==> src/logic/fdrs_pkg.sv <==
// Purpose: Shared constants and types of the floppy rate/status registers
// Assumes: 10-bit I/O addressing, 8-bit data
// Notes:   Address, field positions, rate-side reset values and step limit live here

package fdrs_pkg;

  ////////////////////////////////////////////////////////////////////////////
  // Register addresses and widths
  localparam int unsigned ADDR_W = 10;          // I/O address width
  localparam int unsigned DATA_W = 8;           // I/O data width
  // Shared address: reads see the input status, writes the rate config
  localparam logic [9:0] ADDR_RATE_STATUS = 10'h3f7;

  ////////////////////////////////////////////////////////////////////////////
  // Field positions
  localparam int unsigned DIR_CHANGED_BIT = 7;  // disk_changed in input reg
  localparam int unsigned M30_XFER_BIT    = 3;  // transfer_request_enable
  localparam int unsigned M30_PRECOMP_BIT = 2;  // precomp_disable
  localparam int unsigned DOR_XFER_BIT    = 3;  // position in output reg
  localparam int unsigned CFG_PRECOMP_BIT = 2;  // precomp_disable in config

  ////////////////////////////////////////////////////////////////////////////
  // Reset values
  localparam logic [1:0] RATE_RESET    = 2'h2;  // 250 Kbps selection
  localparam logic       PRECOMP_RESET = 1'h0;  // Precompensation enabled
  localparam logic       DENSITY_RESET = 1'h1;  // Density pin high
  localparam logic [7:0] READ_IDLE     = 8'h00; // Unmapped read answer
  localparam logic [3:0] PS2_FILL      = 4'hf;  // Bits 6..3 in second mode

  ////////////////////////////////////////////////////////////////////////////
  // Rate selection codes
  localparam logic [1:0] RATE_500K = 2'h0;
  localparam logic [1:0] RATE_300K = 2'h1;
  localparam logic [1:0] RATE_250K = 2'h2;
  localparam logic [1:0] RATE_1M   = 2'h3;

  ////////////////////////////////////////////////////////////////////////////
  // Completion codes of the first result byte
  localparam logic [1:0] END_NORMAL   = 2'h0;
  localparam logic [1:0] END_ABNORMAL = 2'h1;
  localparam logic [1:0] END_INVALID  = 2'h2;
  localparam logic [1:0] END_POLLING  = 2'h3;

  // Step pulses a recalibrate may issue before track zero must show
  localparam int unsigned RECAL_STEPS = 80;

  ////////////////////////////////////////////////////////////////////////////
  // Register modes, one-hot
  typedef enum logic [2:0] {
    MODE_AT    = 3'h1,                          // First, compatible layout
    MODE_PS2   = 3'h2,                          // Second layout
    MODE_MOD30 = 3'h4                           // Third layout
  } fdrs_mode_t;

  // First result status byte
  typedef struct packed {
    logic [1:0] completionCode;                 // Bits 7..6
    logic       positioningFinished;            // Bit 5
    logic       equipmentFault;                 // Bit 4
    logic       zeroBit;                        // Bit 3, always zero
    logic       headNumber;                     // Bit 2
    logic [1:0] driveNumber;                    // Bits 1..0
  } fdrs_status0_t;

  // Events from the command sequencer that shape the status byte
  typedef struct packed {
    logic       commandEnd;                     // Pulse: latch the byte
    logic [1:0] endCode;                        // Completion code to report
    logic       seekDone;                       // Pulse: positioning complete
    logic       recalActive;                    // Level: recalibrate running
    logic       stepPulse;                      // Pulse: one step issued
    logic       relSeekUnderflow;               // Pulse: stepped past zero
    logic       headNow;                        // Current head
    logic [1:0] driveNow;                       // Current drive
  } fdrs_cmd_evt_t;

endpackage : fdrs_pkg

==> src/logic/fdrs_status_zero.sv <==
// Purpose: Builds the first result status byte of a finished command
// Assumes: Sequencer events are one-cycle pulses on mclk
// Notes:   Byte is latched at command end and held until the next one or a reset

`timescale 1ns/100ps

module fdrs_status_zero #(
  parameter int unsigned RECAL_STEPS = fdrs_pkg::RECAL_STEPS
) (
  input  wire logic                    mclk,
  input  wire logic                    reset,
  input  wire logic                    softReset,
  input  wire fdrs_pkg::fdrs_cmd_evt_t cmdEvt,
  input  wire logic                    trackZeroPin,
  output fdrs_pkg::fdrs_status0_t      statusZero
);

  logic [7:0] stepCount;                        // Steps of this recalibrate
  logic       seekFlag;                         // Positioning finished
  logic       faultFlag;                        // Equipment fault seen
  logic       recalFault;                       // Step limit hit off track 0

  // Limit reached while track zero is still not seen
  assign recalFault = cmdEvt.recalActive &&
                      (stepCount >= 8'(RECAL_STEPS)) && !trackZeroPin;

  ////////////////////////////////////////////////////////////////////////////
  // Step counter; saturates so a stuck drive cannot wrap it back to zero
  always_ff @(posedge mclk) begin
    if (reset || softReset || !cmdEvt.recalActive) begin
      stepCount <= 8'h00;
    end else if (cmdEvt.stepPulse && stepCount != 8'hff) begin
      stepCount <= stepCount + 8'h01;
    end
  end

  ////////////////////////////////////////////////////////////////////////////
  // Sticky event flags; a new event in the latch cycle is kept, not lost
  always_ff @(posedge mclk) begin
    if (reset || softReset) begin
      seekFlag  <= 1'b0;
      faultFlag <= 1'b0;
    end else begin
      seekFlag  <= cmdEvt.seekDone ||
                   (seekFlag && !cmdEvt.commandEnd);
      faultFlag <= recalFault || cmdEvt.relSeekUnderflow ||
                   (faultFlag && !cmdEvt.commandEnd);
    end
  end

  ////////////////////////////////////////////////////////////////////////////
  // Result byte latch
  always_ff @(posedge mclk) begin
    if (reset || softReset) begin
      statusZero <= '0;
    end else if (cmdEvt.commandEnd) begin
      statusZero.completionCode      <= cmdEvt.endCode;
      statusZero.positioningFinished <= seekFlag || cmdEvt.seekDone;
      statusZero.equipmentFault      <= faultFlag || recalFault ||
                                        cmdEvt.relSeekUnderflow;
      statusZero.zeroBit             <= 1'b0;
      statusZero.headNumber          <= cmdEvt.headNow;
      statusZero.driveNumber         <= cmdEvt.driveNow;
    end
  end

  a_fault_on_limit: assert property (@(posedge mclk) disable iff (reset)
    (recalFault && !softReset) ##1 cmdEvt.commandEnd && !softReset
      |=> statusZero.equipmentFault)
    else $error("Recalibrate limit fault not reported");

  a_code_latched: assert property (@(posedge mclk) disable iff (reset)
    cmdEvt.commandEnd && !softReset
      |=> statusZero.completionCode == $past(cmdEvt.endCode))
    else $error("Completion code not latched");

endmodule : fdrs_status_zero

==> src/logic/fdrs_regs.sv <==
// Purpose: Input status / rate config registers sharing one I/O address,
//          plus the first result status byte of the floppy controller
// Assumes: Host I/O strobes are one-cycle pulses synchronous to mclk
// Notes:   Software reset never touches rate, precomp flag or density pin

`timescale 1ns/100ps

module fdrs_regs #(
  parameter int unsigned RECAL_STEPS = fdrs_pkg::RECAL_STEPS
) (
  input  wire logic                    mclk,
  input  wire logic                    reset,
  input  wire logic                    softReset,
  input  wire fdrs_pkg::fdrs_mode_t    regMode,
  input  wire logic [9:0]              ioAddr,
  input  wire logic                    ioRead,
  input  wire logic                    ioWrite,
  input  wire logic [7:0]              ioWrData,
  output logic [7:0]                   ioRdData,
  input  wire logic                    diskChangedCable,
  input  wire logic                    forceDiskChange,
  input  wire logic [7:0]              digitalOutputReg,
  input  wire fdrs_pkg::fdrs_cmd_evt_t cmdEvt,
  input  wire logic                    trackZeroPin,
  output logic [1:0]                   rateSelect,
  output logic                         precompDisable,
  output logic                         densitySelectPin,
  output fdrs_pkg::fdrs_status0_t      resultStatusZero
);

  ////////////////////////////////////////////////////////////////////////////
  // Address decode

  logic       hitShared;                        // Address is the shared port
  logic       cfgWrite;                         // Write into rate config
  logic       dirRead;                          // Read of input status
  logic       diskChanged;                      // Bit 7 value
  logic       lowDensityFlag;                   // Slow rate selected
  logic [7:0] next_rdData;                      // Read data before the flop
  logic [7:0] dirValue;                         // Input status per mode
  logic       xferEnable;                       // Mirror of output reg bit

  assign hitShared = (ioAddr == fdrs_pkg::ADDR_RATE_STATUS);
  // Direction alone steers the shared address to one of two registers
  assign dirRead   = hitShared && ioRead;
  assign cfgWrite  = hitShared && ioWrite;

  ////////////////////////////////////////////////////////////////////////////
  // Status bit sources

  // Cable line is low while a change is pending, hence the inversion
  assign diskChanged = !diskChangedCable || forceDiskChange;

  // Only the two slow rates count as low density
  assign lowDensityFlag = (rateSelect == fdrs_pkg::RATE_250K) ||
                          (rateSelect == fdrs_pkg::RATE_300K);

  assign xferEnable = digitalOutputReg[fdrs_pkg::DOR_XFER_BIT];

  ////////////////////////////////////////////////////////////////////////////
  // Input status layout per mode; an unknown mode code falls back to
  // the first layout so a bad strap still yields a harmless byte
  always_comb begin
    dirValue = fdrs_pkg::READ_IDLE;
    unique case (regMode)
      fdrs_pkg::MODE_AT: begin
        dirValue = {diskChanged, 7'h00};
      end
      fdrs_pkg::MODE_PS2: begin
        dirValue = {diskChanged, fdrs_pkg::PS2_FILL,
                    rateSelect[1], rateSelect[0],
                    lowDensityFlag};
      end
      fdrs_pkg::MODE_MOD30: begin
        dirValue = {diskChanged, 3'h0, xferEnable,
                    precompDisable, rateSelect};
        dirValue[fdrs_pkg::M30_XFER_BIT] = xferEnable;
      end
      default: begin
        dirValue = {diskChanged, 7'h00};
      end
    endcase
  end

  // Unmapped or idle cycles answer with zero
  assign next_rdData = dirRead ? dirValue : fdrs_pkg::READ_IDLE;

  ////////////////////////////////////////////////////////////////////////////
  // Read data register, one cycle after the read strobe
  always_ff @(posedge mclk) begin
    if (reset) begin
      ioRdData <= fdrs_pkg::READ_IDLE;
    end else begin
      ioRdData <= next_rdData;
    end
  end

  ////////////////////////////////////////////////////////////////////////////
  // Rate selection; only a hard reset restores it, soft reset is ignored
  always_ff @(posedge mclk) begin
    if (reset) begin
      rateSelect <= fdrs_pkg::RATE_RESET;
    end else if (cfgWrite) begin
      rateSelect <= ioWrData[1:0];
    end
  end

  ////////////////////////////////////////////////////////////////////////////
  // Precompensation-disable flag: stored only in the third mode. It drives
  // nothing in the data path; software may only read it back. Reserved
  // bits are simply dropped, so a host that breaks the zero convention
  // still cannot disturb anything here.
  always_ff @(posedge mclk) begin
    if (reset) begin
      precompDisable <= fdrs_pkg::PRECOMP_RESET;
    end else if (cfgWrite && regMode == fdrs_pkg::MODE_MOD30) begin
      precompDisable <= ioWrData[fdrs_pkg::CFG_PRECOMP_BIT];
    end
  end

  ////////////////////////////////////////////////////////////////////////////
  // Density pin follows the rate; high on hard reset, blind to soft resets
  always_ff @(posedge mclk) begin
    if (reset) begin
      densitySelectPin <= fdrs_pkg::DENSITY_RESET;
    end else begin
      densitySelectPin <= lowDensityFlag;
    end
  end

  ////////////////////////////////////////////////////////////////////////////
  // First result status byte, handed to the data register path
  fdrs_status_zero #(
    .RECAL_STEPS (RECAL_STEPS)
  ) u_status_zero (
    .mclk         (mclk),
    .reset        (reset),
    .softReset    (softReset),
    .cmdEvt       (cmdEvt),
    .trackZeroPin (trackZeroPin),
    .statusZero   (resultStatusZero)
  );

  ////////////////////////////////////////////////////////////////////////////
  // Checks

  a_write_no_read: assert property (@(posedge mclk) disable iff (reset)
    cfgWrite && !ioRead |=> ioRdData == fdrs_pkg::READ_IDLE)
    else $error("Write to shared address produced read data");

  a_at_low_zero: assert property (@(posedge mclk) disable iff (reset)
    dirRead && regMode == fdrs_pkg::MODE_AT |=> ioRdData[6:0] == 7'h00)
    else $error("First mode low bits not zero");

  a_change_bit: assert property (@(posedge mclk) disable iff (reset)
    dirRead |=> ioRdData[7] ==
      (!$past(diskChangedCable) || $past(forceDiskChange)))
    else $error("Disk change bit wrong");

  a_ps2_density: assert property (@(posedge mclk) disable iff (reset)
    dirRead && regMode == fdrs_pkg::MODE_PS2 && rateSelect[0] != rateSelect[1]
      |=> ioRdData[0])
    else $error("Second mode density bit not high for slow rate");

  a_ps2_layout: assert property (@(posedge mclk) disable iff (reset)
    dirRead && regMode == fdrs_pkg::MODE_PS2
      |=> ioRdData[6:3] == 4'hf && ioRdData[2:1] == $past(rateSelect))
    else $error("Second mode layout wrong");

  a_soft_keeps: assert property (@(posedge mclk) disable iff (reset)
    softReset && !cfgWrite |=> $stable(rateSelect) && $stable(precompDisable))
    else $error("Soft reset disturbed rate or precomp");

  a_m30_mirror: assert property (@(posedge mclk) disable iff (reset)
    dirRead && regMode == fdrs_pkg::MODE_MOD30
      |=> ioRdData[3] == $past(digitalOutputReg[3])
          && ioRdData[6:4] == 3'h0)
    else $error("Third mode transfer mirror wrong");

  // Host strobes are one cycle with an idle cycle between, so a read
  // that follows a write directly is sampled two edges after it
  a_m30_precomp: assert property (@(posedge mclk) disable iff (reset)
    cfgWrite && regMode == fdrs_pkg::MODE_MOD30 ##1 !cfgWrite ##1
      (dirRead && !cfgWrite && regMode == fdrs_pkg::MODE_MOD30)
      |=> ioRdData[2:0] == $past(ioWrData[2:0], 3))
    else $error("Third mode readback wrong");

  a_rate_load: assert property (@(posedge mclk) disable iff (reset)
    cfgWrite |=> rateSelect == $past(ioWrData[1:0]))
    else $error("Rate not loaded by write");

  a_density_slow: assert property (@(posedge mclk) disable iff (reset)
    !cfgWrite [*2] |-> densitySelectPin == lowDensityFlag)
    else $error("Density pin not following rate");

endmodule : fdrs_regs

==> config.mk <==
export PLATFORM = sky130hd
export DESIGN_NAME = fdrs_regs
export DESIGN_NICKNAME = d
export VERILOG_FILES = /design/src/logic/fdrs_pkg.sv /design/src/logic/fdrs_status_zero.sv /design/src/logic/fdrs_regs.sv
export SDC_FILE = /design/constraint.sdc
export NUM_CORES = 1
export LEC_CHECK = 0
export BUFFER_PORTS_ARGS = -buffer_cell sky130_fd_sc_hd__buf_2
export CAP_MARGIN = 20
export CORE_UTILIZATION = 30
export CTS_BUF_LIST = sky130_fd_sc_hd__clkbuf_16
export CTS_CLUSTER_DIAMETER = 200
export CTS_CLUSTER_SIZE = 20
export DETAILED_ROUTE_END_ITERATION = 16
export SETUP_SLACK_MARGIN = 0.3
export SYNTH_ARGS = -nofsm -noshare
export SYNTH_HDL_FRONTEND = slang
export SYNTH_SLANG_ARGS = --single-unit
==> constraint.sdc <==
create_clock -name mclk -period 1.4 [get_ports mclk]
set_input_delay 0.14 -clock mclk [delete_from_list [all_inputs] [get_ports mclk]]
set_output_delay 0.14 -clock mclk [all_outputs]
set_load 0.005 [all_outputs]
### Yosys cells after proc, flatten, opt, wreduce, memory -nomap -nowiden

Cells that the tools add are included.

| cells by class | value |
|---|---|
| $add $sub $neg | 1 |
| magnitude comparators | 1 |
| equality and inequality tests | 6 |
| mux-type cells | 1 |
| bitwise gates (word level) | 1 |
| reduce and logical (&&, ||, !) cells | 23 |

Operators by type and width:

| kind | count |
|---|---|
| 7-bit case mux with 2 select lines | 1 |
| 10-bit == test (second input constant) | 1 |
| 1-bit logical OR | 10 |
| 8-bit by 1-bit adder with 8-bit output (second input constant) | 1 |
| 8-bit by 7-bit >= comparator with 1-bit output (second input constant) | 1 |
| 1-bit logical AND | 8 |
| 8-bit != test (second input constant) | 1 |
| 1-bit zero test | 4 |
| 3-bit by 2-bit == test with 1-bit output (second input constant) | 1 |
| 3-bit == test (second input constant) | 1 |
| 2-bit by 1-bit == test with 1-bit output (second input constant) | 1 |
| 2-bit == test (second input constant) | 1 |
| 2-bit OR reduction | 1 |
| 1-bit NOT | 1 |

| word-level totals | value |
|---|---|
| bits in registers | 29 |
| output and inout bits | 20 |

### Depth between registers and ports, before layout

| logic depth | value |
|---|---|
| word-level depth | 5 |
| gate-level depth with buffers | 4 |
| depth with buffers taken out | 4 |

### Cells and area by module

Synthesis repeated with hierarchy kept, for this count alone.

| unflattened totals | value |
|---|---|
| cells, all modules | 140 |
| area, all modules | 1,224.9 µm² |

Modules (own cells, without submodules):

| module | times used | cells each | area each (µm²) | sequential area each (µm²) |
|---|---|---|---|---|
| fdrs_status_zero | 1 | 87 | 755.7 | 340.3 |
| fdrs_regs | 1 | 53 | 469.2 | 200.2 |

### Worst setup path after synthesis

No wires, ideal clock.

| timing | value |
|---|---|
| path kind | reg-to-reg |
| start point | register u_status_zero.stepCount[0] |
| end point | register u_status_zero.stepCount[0] |
| library setup time | 72 ps |
| arrival time | 1,147 ps |
| data required time | 1,328 ps |
| setup slack | 181 ps |
| cell stages (with the launch flop) | 5 |
| path buffers | 0 |
| clock period less this slack | 1,219 ps |
| cell sequence | dfxtp_1 -> ha_1 -> and3_1 -> a21boi_1 -> mux2i_1 |

| between the ends | value |
|---|---|
| cells in the longest elaborated chain, start to end | 2 |

Ends and longest elaborated chain:

| item | RTL line | source |
|---|---|---|
| start: declaration | fdrs_status_zero.sv:18 | `logic [7:0] stepCount;` |
| start signal: assignment | fdrs_status_zero.sv:33 | `stepCount <= stepCount + 8'h01;` |
| branches (longest 2 deep; another with 8-bit by 1-bit adder with 8-bit output) | - |  |

Several ways; the timed one is not identified.
A chain may end at the register's enable or synchronous reset.

### Final worst setup path

| timing | value |
|---|---|
| start point | register u_status_zero.stepCount[5] |
| end point | register u_status_zero.stepCount[7] |

The elaborated chain is that of the path after synthesis.

==> impl_metrics.toml <==
[run_status]
status = "finished clean"

[power_and_ir_drop]
power.leakage_uw = 0.000770
p_per_area_nw_per_um2 = 872
seqPwrFrac_pct = 49.0
p_clk_share_pct = 41.8
switching_power_uw = 347
ir_drop_mv = 0.446
p_comb_share_pct = 9.2
power_uw = 1580
intPower_uw = 1230
p_sw_share_pct = 22.0

[yosys]
synth_compound_area_share_pct = 12.7
syn-mean-instance-area_um2 = 9.44
synth_top_family_by_area = "simple AND/OR/NAND/NOR gates"
synthesis.area_um2 = 1310
synth_xor_area_share_pct = 0.667
synth_warnings = 0
ys_ff_latch = 27
synthCells = 139
synth_edf_count = 0
ys_async_sr_fraction_pct = 0
synthSimpleGateAreaFrac_pct = 29.7
yosysUniqueCellTypes = 46
synthMuxAreaShare_pct = 9.15
ys.flop_type = "dfxtp_1"
synth_fa_ha_area_share_pct = 1.91
synth_nets = 188
ys_seq_area_share_pct = 41.2

[layout]
final_area_um2 = 1810
diodes = 0
seqCellArea_um2 = 566
multi_input_area_um2 = 782
layout_commonest_cell = "buf_2"
final.fill_count = 408
fin_util_pct = 44.3
layout_common_cells = "buf_2 (53), dfxtp_1 (19), nor2_1 (12), mux2i_1 (12), nand2_1 (9)"
fin_nets = 245
drive_gt1_share_pct = 45.1
area_growth_syn_to_layout_pct = 37.9

[setup_path]
path_class = "register to register"
end_kind = "register"
r2r-end = "u_status_zero.stepCount[7]"
rrSetupSlack_ps = 230
start_kind = "register"
worstPathRequired_ps = 1550
cp-startpoint = "u_status_zero.stepCount[5]"
reg2regPathDepth = 3
r2r_start = "u_status_zero.stepCount[5]"
critPathMaxFanout = 8
arrival_ps = 1310

[drt]
via_per_inst = 4.90
dr.first_iter.drc_count = 42
dr.pass1.iters = 4
ant_nets = 0
routed_wl_um = 3070
num_vias = 1201
drcViolationCount = 0
wl_per_cell_um = 12.5

[timing]
setup_tns_ps = 0
finalSetupViolCount = 0
max_freq_ghz = 0.858
grt_setup_unrepaired = "yes"
hold_viol = 0
fin_crit_ps = 1170
finalCritPeriodShare_pct = 83.2
report.final.slew_viol_count = 0
clock_skew_ps = 5.89

[clock_network]
cts-root-buf = "clkbuf_16"
cts_tree = "done"
ctsHtreeMaxLevel = 1
path_clk_slew_ps = 70
clkLatencyLatePin_ps = 270
clockBufferDepth = 2
clkSinkCount = 27
cts_buffers = 3

[floorplanning]
boundaryPins = 67
start_util_pct = 32.1
core_area_um2 = 4090
die_y_um = 68.1
rows = 23
die_area_um2 = 4640
die_width_um = 68.1

[global_route]
grt_use_total_pct = 13.3
overflow = 0
grt_max_degree = 17
grt_pass1_wl_um = 4620
antenna_found_initial = 0
grt_pass1_vias = 1026

[min_path]
hold_start = "cmdEvt[6]"
hold_class = "input pin to register"
holdPathEnd = "u_status_zero.seekFlag"
whs_path_depth = 3

[placement]
io_buffers = 53
gp_congestion = 0.713
place_area_um2 = 1620
dp_hpwl_um = 2180

[flow_run]
maxCapViolCount = 0
[worst max-delay path by stage]
stage,slack (ps),cells after the start,endpoint
3_3_place_gp,210,4,u_status_zero.stepCount[6]
6_report,230,3,u_status_zero.stepCount[7]
2_1_floorplan,290,4,u_status_zero.stepCount[5]
3_5_place_dp,220,4,u_status_zero.stepCount[5]
4_1_cts,230,4,u_status_zero.stepCount[0]
5_1_grt,170,4,u_status_zero.stepCount[4]
[metal layers]
metal,wire (µm),vias to the layer above,share of wire (%),GRT usage [%]
li1,-,614,-,-
met4,35,0,1.1,4.69
met1,1360,549,44,17.0
met5,0,-,0,0
met2,1560,34,51,21.7
met3,117,4,3.8,3.17
[sequential cells by signal, indices dropped and copies added (netlist names)]
signal	cells
u_status_zero.faultFlag	1
u_status_zero.seekFlag	1
rateSelect	2
u_status_zero.statusZero	7
ioRdData	6
densitySelectPin	1
u_status_zero.stepCount	8
precompDisable	1
[Yosys cell counts, drive strengths merged, types with 2 or more instances]
master	number	share of area (%)
o21ai	4	1.5
a21oi	9	3.4
nand3b	2	1.1
mux2i	12	9.2
nand4	4	2.4
and4	3	2.2
nor2	13	4.3
nand2	11	3.5
a211oi	3	2.1
and2	2	0.95
a22oi	2	1.1
buf	5	3.0
dfxtp	27	41
nor3b	4	3.9
nor4	2	0.95
ha	2	1.9
and3	3	1.4
nand2b	7	3.3
inv	4	1.1
nor2b	3	1.4
[stage by stage]
stage	hold WS, ps	cells	setup slack (ps)
3_3_place_gp	363	236	206
5_1_grt	113	245	174
4_1_cts	94.2	243	234
2_1_floorplan	210	139	294
3_5_place_dp	371	236	218
6_report	94.5	245	235
[layout make-up]
class                           instances  share of cell area [%]
Multi-Input combinational cell        102                    43.2
Sequential cell                        27                    31.2
Timing Repair Buffer                   58                    16.7
Clock buffer                            3                    4.15
Tap cell                               50                    3.46
Inverter                                4                   0.829
Clock inverter                          1                   0.415
[critical path, cell delays in order (launching register included)]
cell	delay, ps
dfxtp_4	390
and4_4	270
nand2_4	60
o311a_1	340
[timing repair]
item | 4_1_cts | 5_1_grt
gates resized for setup | 12 | 10
endpoints found under the setup margin | 7 | 8
hold buffers | 0 | 0
pin swaps | 7 | 7
buffers inserted | 3 | 2
[power by group through the flow]
stage	sequential [µW]	clock [µW]	combinational [µW]
after floorplan	803	0	73.5
after global placement	802	0	143
after detailed placement	802	0	143
after CTS	777	681	146
after global routing	775	709	164
final	773	660	146
[cells by family after synthesis]
| kind of cell | after synthesis |
|---|---|
| and+or+nand+nor | 61 |
| adders and majority gates | 2 |
| buffers and inverters | 10 |
| AOI/OAI and AO/OA | 25 |
| DFF | 27 |
| muxes | 12 |
| other | 1 |
| xor gates and xnor gates | 1 |
No activity file was read; power rests on OpenSTA's default activity.
